[src/pkg/sdc_pkg.sv]
// Shared constants, types and decode helpers for the DMA channel control block
package sdc_pkg;

    // ------------------------------------------------------------
    // Bus and register map
    // ------------------------------------------------------------
    localparam int unsigned PADDR_W   = 8;
    localparam int unsigned DATA_W    = 32;
    localparam int unsigned CNT_W     = 16;
    localparam logic [7:0]  OFF_CTRL  = 8'h00;   // channel_control_reg
    localparam logic [7:0]  OFF_STAT  = 8'h04;   // channel_status_reg
    localparam logic [7:0]  OFF_MASK  = 8'h08;
    localparam logic [7:0]  OFF_ELEM  = 8'h0C;
    localparam logic [7:0]  OFF_FRAME = 8'h10;   // frame_count
    localparam logic [7:0]  OFF_SRC   = 8'h14;
    localparam logic [7:0]  OFF_DST   = 8'h18;

    // ------------------------------------------------------------
    // Control field positions
    // ------------------------------------------------------------
    localparam int unsigned SYNC_LO_LSB  = 0;    // sync_select_low, 5 bits
    localparam int unsigned SYNC_LO_W    = 5;
    localparam int unsigned EN_BIT       = 7;
    localparam int unsigned PAUSE_BIT    = 8;
    localparam int unsigned HEAD_BIT     = 9;
    localparam int unsigned CHAIN_BIT    = 10;
    localparam int unsigned BURST_BIT    = 11;   // dest_burst_on
    localparam int unsigned SYNC_HI_LSB  = 19;   // sync_select_high, 2 bits
    localparam int unsigned SYNC_HI_W    = 2;
    localparam int unsigned PREFETCH_BIT = 23;
    localparam int unsigned SIDE_BIT     = 24;   // sync_side_select, 0 = destination
    localparam int unsigned BUFOFF_BIT   = 25;   // buffering_off
    localparam logic [31:0] CTRL_RST     = 32'h0000_0000;

    // ------------------------------------------------------------
    // Status layout and events
    // ------------------------------------------------------------
    localparam int unsigned EV_DONE     = 0;
    localparam int unsigned EV_RD_ERR   = 1;
    localparam int unsigned EV_WR_ERR   = 2;
    localparam int unsigned EV_ABORT    = 3;
    localparam int unsigned EV_MISALIGN = 4;
    localparam int unsigned EV_N        = 5;
    localparam int unsigned ACTIVE_BIT  = 7;
    localparam int unsigned ABORTED_BIT = 14;
    localparam int unsigned DESC_BIT    = 15;
    localparam logic [EV_N-1:0] MASK_RST = 5'h00;

    typedef enum logic [2:0] {
        ST_IDLE, ST_DESC, ST_RD, ST_HOLD, ST_WR, ST_ABORT, ST_DONE
    } sdc_state_t;

    // Software synchronized when both sync select fields are zero
    function automatic logic sdc_soft_sync(input logic [31:0] c);
        sdc_soft_sync = (c[SYNC_LO_LSB +: SYNC_LO_W] == 5'h00)
                      && (c[SYNC_HI_LSB +: SYNC_HI_W] == 2'h0);
    endfunction : sdc_soft_sync

    // Hardware synchronized at the destination side
    function automatic logic sdc_dst_sync(input logic [31:0] c);
        sdc_dst_sync = !sdc_soft_sync(c) && (c[SIDE_BIT] == 1'b0);
    endfunction : sdc_dst_sync

    // Destination sync with prefetch selected
    function automatic logic sdc_dst_prefetch(input logic [31:0] c);
        sdc_dst_prefetch = sdc_dst_sync(c) && (c[PREFETCH_BIT] == 1'b1);
    endfunction : sdc_dst_prefetch

endpackage : sdc_pkg

[src/pkg/sdc_evt_if.sv]
// Event, clear and mask signals between the channel core and its status block
`timescale 1ns/10ps
interface sdc_evt_if;
    import sdc_pkg::*;
    logic [EV_N-1:0] ev;
    logic            clr_we;
    logic [EV_N-1:0] clr_val;
    logic            mask_we;
    logic [EV_N-1:0] mask_val;
    logic [EV_N-1:0] status;
    logic [EV_N-1:0] mask;
    logic            irq;
    modport core   (output ev, clr_we, clr_val, mask_we, mask_val,
                    input status, mask, irq);
    modport sticky (input ev, clr_we, clr_val, mask_we, mask_val,
                    output status, mask, irq);
endinterface : sdc_evt_if

[src/hdl/sdc_chan.sv]
// DMA channel with abort, chaining, prefetch and pause handling, APB registers
//
// Summary of operation
// - A destination-synced channel, or a source-synced one with buffering_off set, that takes a write error on its last element disables itself.
// - A write error before the block ends makes the channel abort cleanly and then disable.
// - With dest_burst_on set, writes are issued as bursts even when started by a link after an earlier abort.
// - The channel is software synchronized when both sync select fields are zero.
// - Destination sync with prefetch means side select zero, at least one nonzero sync select field and prefetch set.
// - A chained channel that is not the chain head starts its read when the link enables it.
// - A hardware request arriving before the first read response never causes a write with no byte enables nor upsets the counters.
// - The abort path is taken on disable mid-transfer without drain, on a write error before block end, or on a read error without drain.
// - Clearing the pause bit lets a chained channel carry on loading its descriptor.
`timescale 1ns/10ps
module sdc_chan
    import sdc_pkg::*;
#(
    parameter int unsigned DW = DATA_W
)
(
    input  wire logic               clk,
    input  wire logic               rst,
    input  wire logic               psel,
    input  wire logic               penable,
    input  wire logic               pwrite,
    input  wire logic [PADDR_W-1:0] paddr,
    input  wire logic [DW-1:0]      pwdata,
    output logic      [DW-1:0]      prdata,
    output logic                    pready,
    output logic                    pslverr,
    output logic                    irq,
    output logic                    rd_req,
    output logic      [31:0]        rd_addr,
    input  wire logic               rd_rsp_valid,
    input  wire logic [DW-1:0]      rd_rsp_data,
    input  wire logic               rd_rsp_err,
    output logic                    wr_req,
    output logic      [31:0]        wr_addr,
    output logic      [DW-1:0]      wr_data,
    output logic      [DW/8-1:0]    wr_be,
    output logic                    wr_burst,
    output logic                    wr_last,
    input  wire logic               wr_ack,
    input  wire logic               wr_err,
    input  wire logic               hw_transfer_request,
    input  wire logic               link_en_in,
    output logic                    link_en_out,
    output logic                    chan_active
);

    // ------------------------------------------------------------
    // Elaboration checks
    // ------------------------------------------------------------
    if (DW != 32)
    begin : g_bad_dw
        $error("sdc_chan: only a 32-bit data path is supported");
    end

    // ------------------------------------------------------------
    // Declarations
    // ------------------------------------------------------------
    sdc_evt_if evt ();

    logic [31:0]      ctrl_q;
    logic [CNT_W-1:0] elem_cfg_q;
    logic [CNT_W-1:0] frame_cfg_q;
    logic [31:0]      src_q;
    logic [31:0]      dst_q;
    logic             pready_q;
    logic             pslverr_q;
    logic [DW-1:0]    prdata_q;
    logic [DW-1:0]    rd_mux;
    logic             reg_hit;
    logic             setup;
    logic             wr_acc;
    sdc_state_t       st_q;
    logic [CNT_W-1:0] elem_left_q;
    logic [CNT_W-1:0] frame_left_q;
    logic [31:0]      rd_addr_q;
    logic [31:0]      wr_addr_q;
    logic [DW-1:0]    data_q;
    logic             rd_req_q;
    logic             wr_req_q;
    logic [DW/8-1:0]  wr_be_q;
    logic             wr_burst_q;
    logic             wr_last_q;
    logic             link_out_q;
    logic             active_q;
    logic             aborted_q;
    logic             hw_s1_q;
    logic             hw_s2_q;
    logic             hw_s3_q;
    logic             hw_pend_q;
    logic             hw_take;
    logic             hw_dis;
    logic [EV_N-1:0]  ev_d;
    logic             en;
    logic             last_el;
    logic             may_read;
    logic             may_write;
    logic             bad_desc;

    assign en        = ctrl_q[EN_BIT];
    assign last_el   = (elem_left_q == CNT_W'(1)) && (frame_left_q == CNT_W'(1));
    // Without prefetch a destination-synced channel waits for its request first
    assign may_read  = !sdc_dst_sync(ctrl_q) || sdc_dst_prefetch(ctrl_q)
                     || hw_pend_q;
    assign may_write = sdc_soft_sync(ctrl_q) || !sdc_dst_sync(ctrl_q)
                     || hw_pend_q;
    assign bad_desc  = (frame_cfg_q == '0) || (elem_cfg_q == '0)
                     || (src_q[1:0] != 2'h0) || (dst_q[1:0] != 2'h0);

    // ------------------------------------------------------------
    // APB slave: one wait-free access phase after each setup
    // ------------------------------------------------------------
    assign setup  = psel && !penable;
    assign wr_acc = psel && penable && pready_q && pwrite;

    // Read mux and address decode
    always_comb
    begin
        reg_hit = 1'b1;
        rd_mux  = '0;
        case (paddr)
            OFF_CTRL:  rd_mux = ctrl_q;
            OFF_STAT:
            begin
                rd_mux[EV_N-1:0]   = evt.status;
                rd_mux[ACTIVE_BIT] = en;
                rd_mux[ABORTED_BIT] = aborted_q;
                rd_mux[DESC_BIT]   = (st_q == ST_DESC);
            end
            OFF_MASK:  rd_mux[EV_N-1:0] = evt.mask;
            OFF_ELEM:  rd_mux[CNT_W-1:0] = elem_cfg_q;
            OFF_FRAME: rd_mux[CNT_W-1:0] = frame_cfg_q;
            OFF_SRC:   rd_mux = src_q;
            OFF_DST:   rd_mux = dst_q;
            default:   reg_hit = 1'b0;
        endcase
    end

    // Answer prepared during setup, presented in the access phase
    always_ff @(posedge clk or posedge rst)
    begin
        if (rst)
        begin
            pready_q  <= 1'b0;
            pslverr_q <= 1'b0;
            prdata_q  <= '0;
        end
        else
        begin
            pready_q  <= setup;
            pslverr_q <= setup && !reg_hit;
            prdata_q  <= (setup && !pwrite) ? rd_mux : '0;
        end
    end

    // Plain configuration registers
    always_ff @(posedge clk or posedge rst)
    begin
        if (rst)
        begin
            elem_cfg_q  <= '0;
            frame_cfg_q <= '0;
            src_q       <= '0;
            dst_q       <= '0;
        end
        else if (wr_acc)
        begin
            if (paddr == OFF_ELEM)
                elem_cfg_q <= pwdata[CNT_W-1:0];
            if (paddr == OFF_FRAME)
                frame_cfg_q <= pwdata[CNT_W-1:0];
            if (paddr == OFF_SRC)
                src_q <= pwdata;
            if (paddr == OFF_DST)
                dst_q <= pwdata;
        end
    end

    // Control register: software write first, then hardware disable, then link
    always_ff @(posedge clk or posedge rst)
    begin
        if (rst)
            ctrl_q <= CTRL_RST;
        else if (wr_acc && (paddr == OFF_CTRL))
            ctrl_q <= pwdata;
        else if (hw_dis)
            ctrl_q[EN_BIT] <= 1'b0;
        else if (link_en_in && ctrl_q[CHAIN_BIT] && !ctrl_q[HEAD_BIT])
            ctrl_q[EN_BIT] <= 1'b1;
    end

    // Status clear and mask writes go to the sticky block
    assign evt.clr_we   = wr_acc && (paddr == OFF_STAT);
    assign evt.clr_val  = pwdata[EV_N-1:0];
    assign evt.mask_we  = wr_acc && (paddr == OFF_MASK);
    assign evt.mask_val = pwdata[EV_N-1:0];
    assign evt.ev       = ev_d;

    sdc_irq u_irq (
        .clk (clk),
        .rst (rst),
        .evt (evt)
    );

    // ------------------------------------------------------------
    // Hardware request: pin synchroniser and pending flag
    // ------------------------------------------------------------
    always_ff @(posedge clk or posedge rst)
    begin
        if (rst)
        begin
            hw_s1_q <= 1'b0;
            hw_s2_q <= 1'b0;
            hw_s3_q <= 1'b0;
        end
        else
        begin
            hw_s1_q <= hw_transfer_request;
            hw_s2_q <= hw_s1_q;
            hw_s3_q <= hw_s2_q;
        end
    end

    // An early request is only remembered; it is spent by a real write
    always_ff @(posedge clk or posedge rst)
    begin
        if (rst)
            hw_pend_q <= 1'b0;
        else if (hw_s2_q && !hw_s3_q)
            hw_pend_q <= 1'b1;
        else if (hw_take)
            hw_pend_q <= 1'b0;
    end

    // ------------------------------------------------------------
    // Channel sequencing: events and hardware disable
    // ------------------------------------------------------------
    always_comb
    begin
        ev_d    = '0;
        hw_dis  = 1'b0;
        hw_take = 1'b0;
        case (st_q)
            ST_DESC:
            begin
                if (bad_desc)
                begin
                    ev_d[EV_MISALIGN] = 1'b1;
                    hw_dis            = 1'b1;
                end
            end
            ST_RD:
            begin
                if (rd_req_q && rd_rsp_valid && rd_rsp_err)
                    ev_d[EV_RD_ERR] = 1'b1;
            end
            ST_HOLD:
                hw_take = may_write && sdc_dst_sync(ctrl_q);
            ST_WR:
            begin
                if (wr_ack && wr_err)
                begin
                    ev_d[EV_WR_ERR] = 1'b1;
                    hw_dis          = last_el;
                end
            end
            ST_ABORT:
            begin
                ev_d[EV_ABORT] = 1'b1;
                hw_dis         = 1'b1;
            end
            ST_DONE:
            begin
                ev_d[EV_DONE] = 1'b1;
                hw_dis        = 1'b1;
            end
            default:
                hw_dis = 1'b0;
        endcase
    end

    // State, counters and transfer ports
    always_ff @(posedge clk or posedge rst)
    begin
        if (rst)
        begin
            st_q         <= ST_IDLE;
            elem_left_q  <= '0;
            frame_left_q <= '0;
            rd_addr_q    <= '0;
            wr_addr_q    <= '0;
            data_q       <= '0;
            rd_req_q     <= 1'b0;
            wr_req_q     <= 1'b0;
            wr_be_q      <= '0;
            wr_burst_q   <= 1'b0;
            wr_last_q    <= 1'b0;
        end
        else
        begin
            case (st_q)
                ST_IDLE:
                begin
                    if (en)
                        st_q <= ST_DESC;
                end
                ST_DESC:
                begin
                    // Pause holds the load; clearing it resumes here
                    if (bad_desc)
                        st_q <= ST_IDLE;
                    else if (!ctrl_q[PAUSE_BIT])
                    begin
                        elem_left_q  <= elem_cfg_q;
                        frame_left_q <= frame_cfg_q;
                        rd_addr_q    <= src_q;
                        wr_addr_q    <= dst_q;
                        st_q         <= ST_RD;
                    end
                end
                ST_RD:
                begin
                    if (!rd_req_q)
                    begin
                        if (!en)
                            st_q <= ST_IDLE;
                        else if (may_read)
                            rd_req_q <= 1'b1;
                    end
                    else if (rd_rsp_valid)
                    begin
                        // Disable or error with nothing buffered: no drain
                        rd_req_q <= 1'b0;
                        data_q   <= rd_rsp_data;
                        st_q     <= (rd_rsp_err || !en) ? ST_ABORT
                                                        : ST_HOLD;
                    end
                end
                ST_HOLD:
                begin
                    // Only buffered data is ever written, so enables are full
                    if (may_write)
                    begin
                        wr_req_q   <= 1'b1;
                        wr_be_q    <= '1;
                        wr_burst_q <= ctrl_q[BURST_BIT];
                        wr_last_q  <= last_el;
                        st_q       <= ST_WR;
                    end
                end
                ST_WR:
                begin
                    if (wr_ack)
                    begin
                        wr_req_q  <= 1'b0;
                        wr_last_q <= 1'b0;
                        rd_addr_q <= rd_addr_q + 32'h0000_0004;
                        wr_addr_q <= wr_addr_q + 32'h0000_0004;
                        if (elem_left_q == CNT_W'(1))
                        begin
                            elem_left_q  <= elem_cfg_q;
                            frame_left_q <= frame_left_q - CNT_W'(1);
                        end
                        else
                            elem_left_q <= elem_left_q - CNT_W'(1);
                        if (wr_err)
                            st_q <= last_el ? ST_IDLE : ST_ABORT;
                        else if (last_el)
                            st_q <= ST_DONE;
                        else
                            st_q <= en ? ST_RD : ST_IDLE;
                    end
                end
                ST_ABORT:
                    st_q <= ST_IDLE;
                ST_DONE:
                    st_q <= ST_IDLE;
                default:
                    st_q <= ST_IDLE;
            endcase
        end
    end

    // Abort history: kept until a clean completion or a rejected descriptor
    always_ff @(posedge clk or posedge rst)
    begin
        if (rst)
            aborted_q <= 1'b0;
        else if (st_q == ST_ABORT)
            aborted_q <= 1'b1;
        else if ((st_q == ST_DONE) || ((st_q == ST_DESC) && bad_desc))
            aborted_q <= 1'b0;
    end

    // Chain link pulse and activity flag
    always_ff @(posedge clk or posedge rst)
    begin
        if (rst)
        begin
            link_out_q <= 1'b0;
            active_q   <= 1'b0;
        end
        else
        begin
            link_out_q <= (st_q == ST_DONE) && ctrl_q[CHAIN_BIT];
            active_q   <= (st_q != ST_IDLE);
        end
    end

    // ------------------------------------------------------------
    // Outputs, all from flip-flops
    // ------------------------------------------------------------
    assign prdata      = prdata_q;
    assign pready      = pready_q;
    assign pslverr     = pslverr_q;
    assign irq         = evt.irq;
    assign rd_req      = rd_req_q;
    assign rd_addr     = rd_addr_q;
    assign wr_req      = wr_req_q;
    assign wr_addr     = wr_addr_q;
    assign wr_data     = data_q;
    assign wr_be       = wr_be_q;
    assign wr_burst    = wr_burst_q;
    assign wr_last     = wr_last_q;
    assign link_en_out = link_out_q;
    assign chan_active = active_q;

endmodule : sdc_chan

[src/hdl/sdc_irq.sv]
// Sticky event status, interrupt mask and level interrupt
`timescale 1ns/10ps
module sdc_irq
    import sdc_pkg::*;
(
    input  wire logic clk,
    input  wire logic rst,
    sdc_evt_if.sticky evt
);

    logic [EV_N-1:0] status_q;
    logic [EV_N-1:0] mask_q;
    logic            irq_q;

    // Sticky bits: a new event wins over a write-one-to-clear
    always_ff @(posedge clk or posedge rst)
    begin
        if (rst)
            status_q <= '0;
        else if (evt.clr_we)
            status_q <= (status_q & ~evt.clr_val) | evt.ev;
        else
            status_q <= status_q | evt.ev;
    end

    // Mask register
    always_ff @(posedge clk or posedge rst)
    begin
        if (rst)
            mask_q <= MASK_RST;
        else if (evt.mask_we)
            mask_q <= evt.mask_val;
    end

    // Level interrupt, one cycle behind the status bits
    always_ff @(posedge clk or posedge rst)
    begin
        if (rst)
            irq_q <= 1'b0;
        else
            irq_q <= |(status_q & mask_q);
    end

    assign evt.status = status_q;
    assign evt.mask   = mask_q;
    assign evt.irq    = irq_q;

endmodule : sdc_irq

[config.mk]
export PLATFORM = sky130hd
export DESIGN_NAME = sdc_chan
export DESIGN_NICKNAME = d
export VERILOG_FILES = /design/src/pkg/sdc_pkg.sv /design/src/pkg/sdc_evt_if.sv /design/src/hdl/sdc_chan.sv /design/src/hdl/sdc_irq.sv
export SDC_FILE = /design/constraint.sdc
export NUM_CORES = 1
export LEC_CHECK = 0
export ABC_AREA = 1
export BUFFER_PORTS_ARGS = -buffer_cell sky130_fd_sc_hd__buf_4
export CORE_UTILIZATION = 40
export CTS_CLUSTER_SIZE = 8
export DETAILED_ROUTE_END_ITERATION = 10
export GPL_TIMING_DRIVEN = 0
export PLACE_DENSITY_LB_ADDON = 0.25
export SYNTH_ARGS = -nofsm -noshare
export SYNTH_HDL_FRONTEND = slang
export SYNTH_HIERARCHICAL = 1
export SYNTH_SLANG_ARGS = --single-unit
[constraint.sdc]
create_clock -name clk -period 9.8 [get_ports clk]
set_input_delay 1.96 -clock clk [delete_from_list [all_inputs] [get_ports clk]]
set_output_delay 1.96 -clock clk [all_outputs]
set_load 0.02 [all_outputs]
==> results.toml <==
[floorplanning]
dieArea_mm2 = 0.0420
start_util = 0.410
rows = 73
die_h_um = 205
ios = 224
coreArea_mm2 = 0.0402
die-width_um = 205

[critical_path]
slowest_delay_ns = 0.84
crit_type = "input pin to flop"
cp-start-kind = "input pin"
cp_data_required_time_ns = 10.27
crit_chain = "buf_4 > nor3_1 > o21ai_1 > buf_2 > a31oi_1"
crit_fanout = 10
cpMaxStageDelayCell = "nor3_1"
reg2regPathDepth = 10
cp.arrival_ns = 4.05
crit_path_end_kind = "flop"
r2r_slack_ns = 7.11

[grt]
grt_start_max_net_pins = 44
grt_use_total = 0.288
grt_pass1_vias = 15800
grt_pass1_wl_um = 91300
grt_overflow_total = 0
antenna_found_initial = 0

[timing]
max_freq_mhz = 279
setup_viol = 0
period_share = 0.366
skew_ns = 0.0286
worst_slew_pin_slew_ns = 1.04
hold_viol = 0
fin_crit_ns = 3.58
slew_headroom = 0.299
rsz0062_at_grt = "no"
finalWorstSetupSlack_ns = 6.22
drv_slew = 0
finalSetupTns_ns = 0

[placed_design]
placed_cell_area_mm2 = 0.0190
dp_hpwl_um = 45600
port_buffers = 223
post-place-ws_ns = 5.73
place_congestion = 0.966

[yosys]
ys_seq_area_frac = 0.480
async_reset_ff_frac = 1.00
synth_warnings = 6
yosys.cell_types.count = 41
syn_area_per_cell_um2 = 7.29
synth-main-ff-cell = "dfrtp_1"
ys_top_cells_by_count = "nand2_1, dfrtp_1, nor2_1"
syn-num-nets = 2349
yosysTopAreaCell = "dfrtp_1"
yosysMostFrequentCell = "nand2_1"
synth-edff-count = 0
synth_area_leaders = "dfrtp_1, nand2_1, nor2_1"
syn-cell-area_mm2 = 0.0165
synth_seq_cells = 316
netlist_instances = 2259
yosysTopAreaCellShare = 0.480

[run_status]
outcome = "complete, no violations"

[clock_tree]
path_clk_slew_ns = 0.04
clockBufferDepth = 3
clk_latency_ns = 0.58
cts_tree = "done"
clockRootBuffer = "clkbuf_16"
h-tree-depth = 2
numCtsBuffers = 45
cts_resized = 0
cts.sinks = 316
postCtsSetupBuffers = 0
cts_hold_buf = 0

[route]
firstDrtPassIters = 6
first_iter_violations = 1528
route.detailed.wl_per_inst_um = 19.5
vias_per_cell = 5.32
ant_nets = 0
drc = 0
vias = 16300
finalWirelength_um = 59700

[power]
power.density_mw_per_mm2 = 150
ir_drop_mv = 0.127
p_leak_uw = 0.0103

[finish]
nNetsFinal = 2627
postLayoutCellArea_mm2 = 0.0202
area_growth_pct = 22.4
fin_util = 0.501
drive_above_1_share = 0.148
antenna_cells = 0

[hold_path]
hold_depth = 0
hold_class = "flop to flop"

[run]
maxCapViolations = 0
## kinds of logic (layout without fill, tap and decap cells)
family          after synthesis  in the layout  share of synthesized area
flops                       316            316                      0.480
simple gates               1417           1417                      0.348
compound gates              232            232                     0.0744
mux                          32             32                     0.0219
buf+inv                     235            517                     0.0597
xor+xnor                     20             20                     0.0106
fa+ha+maj                     7              7                    0.00532
## power breakdown
group / internal [uW] / switching (uW) / leakage, uW
sequential: 1320 / 15.3 / 0.00432
combinational: 93.1 / 200 / 0.00541
clock: 818 / 574 / 0.000582
total: 2240 / 789 / 0.0103
## registers in the layout (all words and copies together) (netlist names), 3 cells and up
register and cells:
u_irq/evt.status 5, frame_left_q 16, frame_cfg_q 16, ctrl_q 32
rd_addr 32, wr_data 32, elem_cfg_q 16, prdata 32
src_q 32, wr_addr 32, st_q 3, dst_q 32
u_irq/evt.mask 5, elem_left_q 16
## per-layer routing
metal  part of all wire  GRT usage  routed length (um)  up-vias
met5                  0          0                   0        -
met4              0.031     0.0971                1820        0
met3              0.087     0.0547                5200      117
met2               0.45      0.455               27000      720
met1               0.43      0.394               25700     7810
li1                   -          -                   -     7675
## layout make-up
type	instances	area, um2
inverters	152	574
repair buffers	231	1830
well taps	525	657
clock inverters	3	41.3
multi-input cells	1708	7580
fillers	3966	20000
flip-flops and latches	316	7910
plain buffers	83	413
clock buffers	48	1150
## worst max-delay path, delay by kind of cell
kind	cells	cell delay, ns
AOI/OAI and AO/OA	2	0.77
buffers and inverters	2	0.47
and+or+nand+nor	1	0.84
## placed cells by master, fill, tap and decap left out, types with 7 or more instances in the layout
master,Yosys,final
buf_1,7,7
o21ai_0,172,172
clkbuf_16,0,45
nor2_1,233,233
nand3b_1,29,29
nand4_1,17,17
ha_1,7,7
a31oi_1,19,19
inv_1,146,145
mux2_2,32,32
clkbuf_1,43,45
buf_12,0,8
or2_2,11,11
nor3_1,13,13
buf_4,4,227
buf_6,8,8
nand3_1,108,108
o21ai_1,18,18
xnor2_1,15,15
nand2_1,989,989
buf_2,21,21
dfrtp_1,316,316
## metrics by stage
step | hold slack, ns | cells | total power, uW
after CTS | 0.349 | 3066 | 3040
final | 0.349 | 3066 | 3020
after global placement | 0.336 | 3007 | 1640
after floorplan | 0.331 | 2259 | 1530
after global routing | 0.359 | 3066 | 3120
after detailed placement | 0.339 | 3015 | 1650
## worst paths after layout
kind                                  endpoint             from
min in group asynchronous  u_irq/evt.status[1]              rst
min                                    hw_s2_q          hw_s1_q
max                                 prdata[29]          penable
max in group asynchronous          wr_addr[23]              rst
min reg2reg                            hw_s2_q          hw_s1_q
max reg2reg                            st_q[2]  frame_left_q[7]
(Power assumes the default switching activity.)
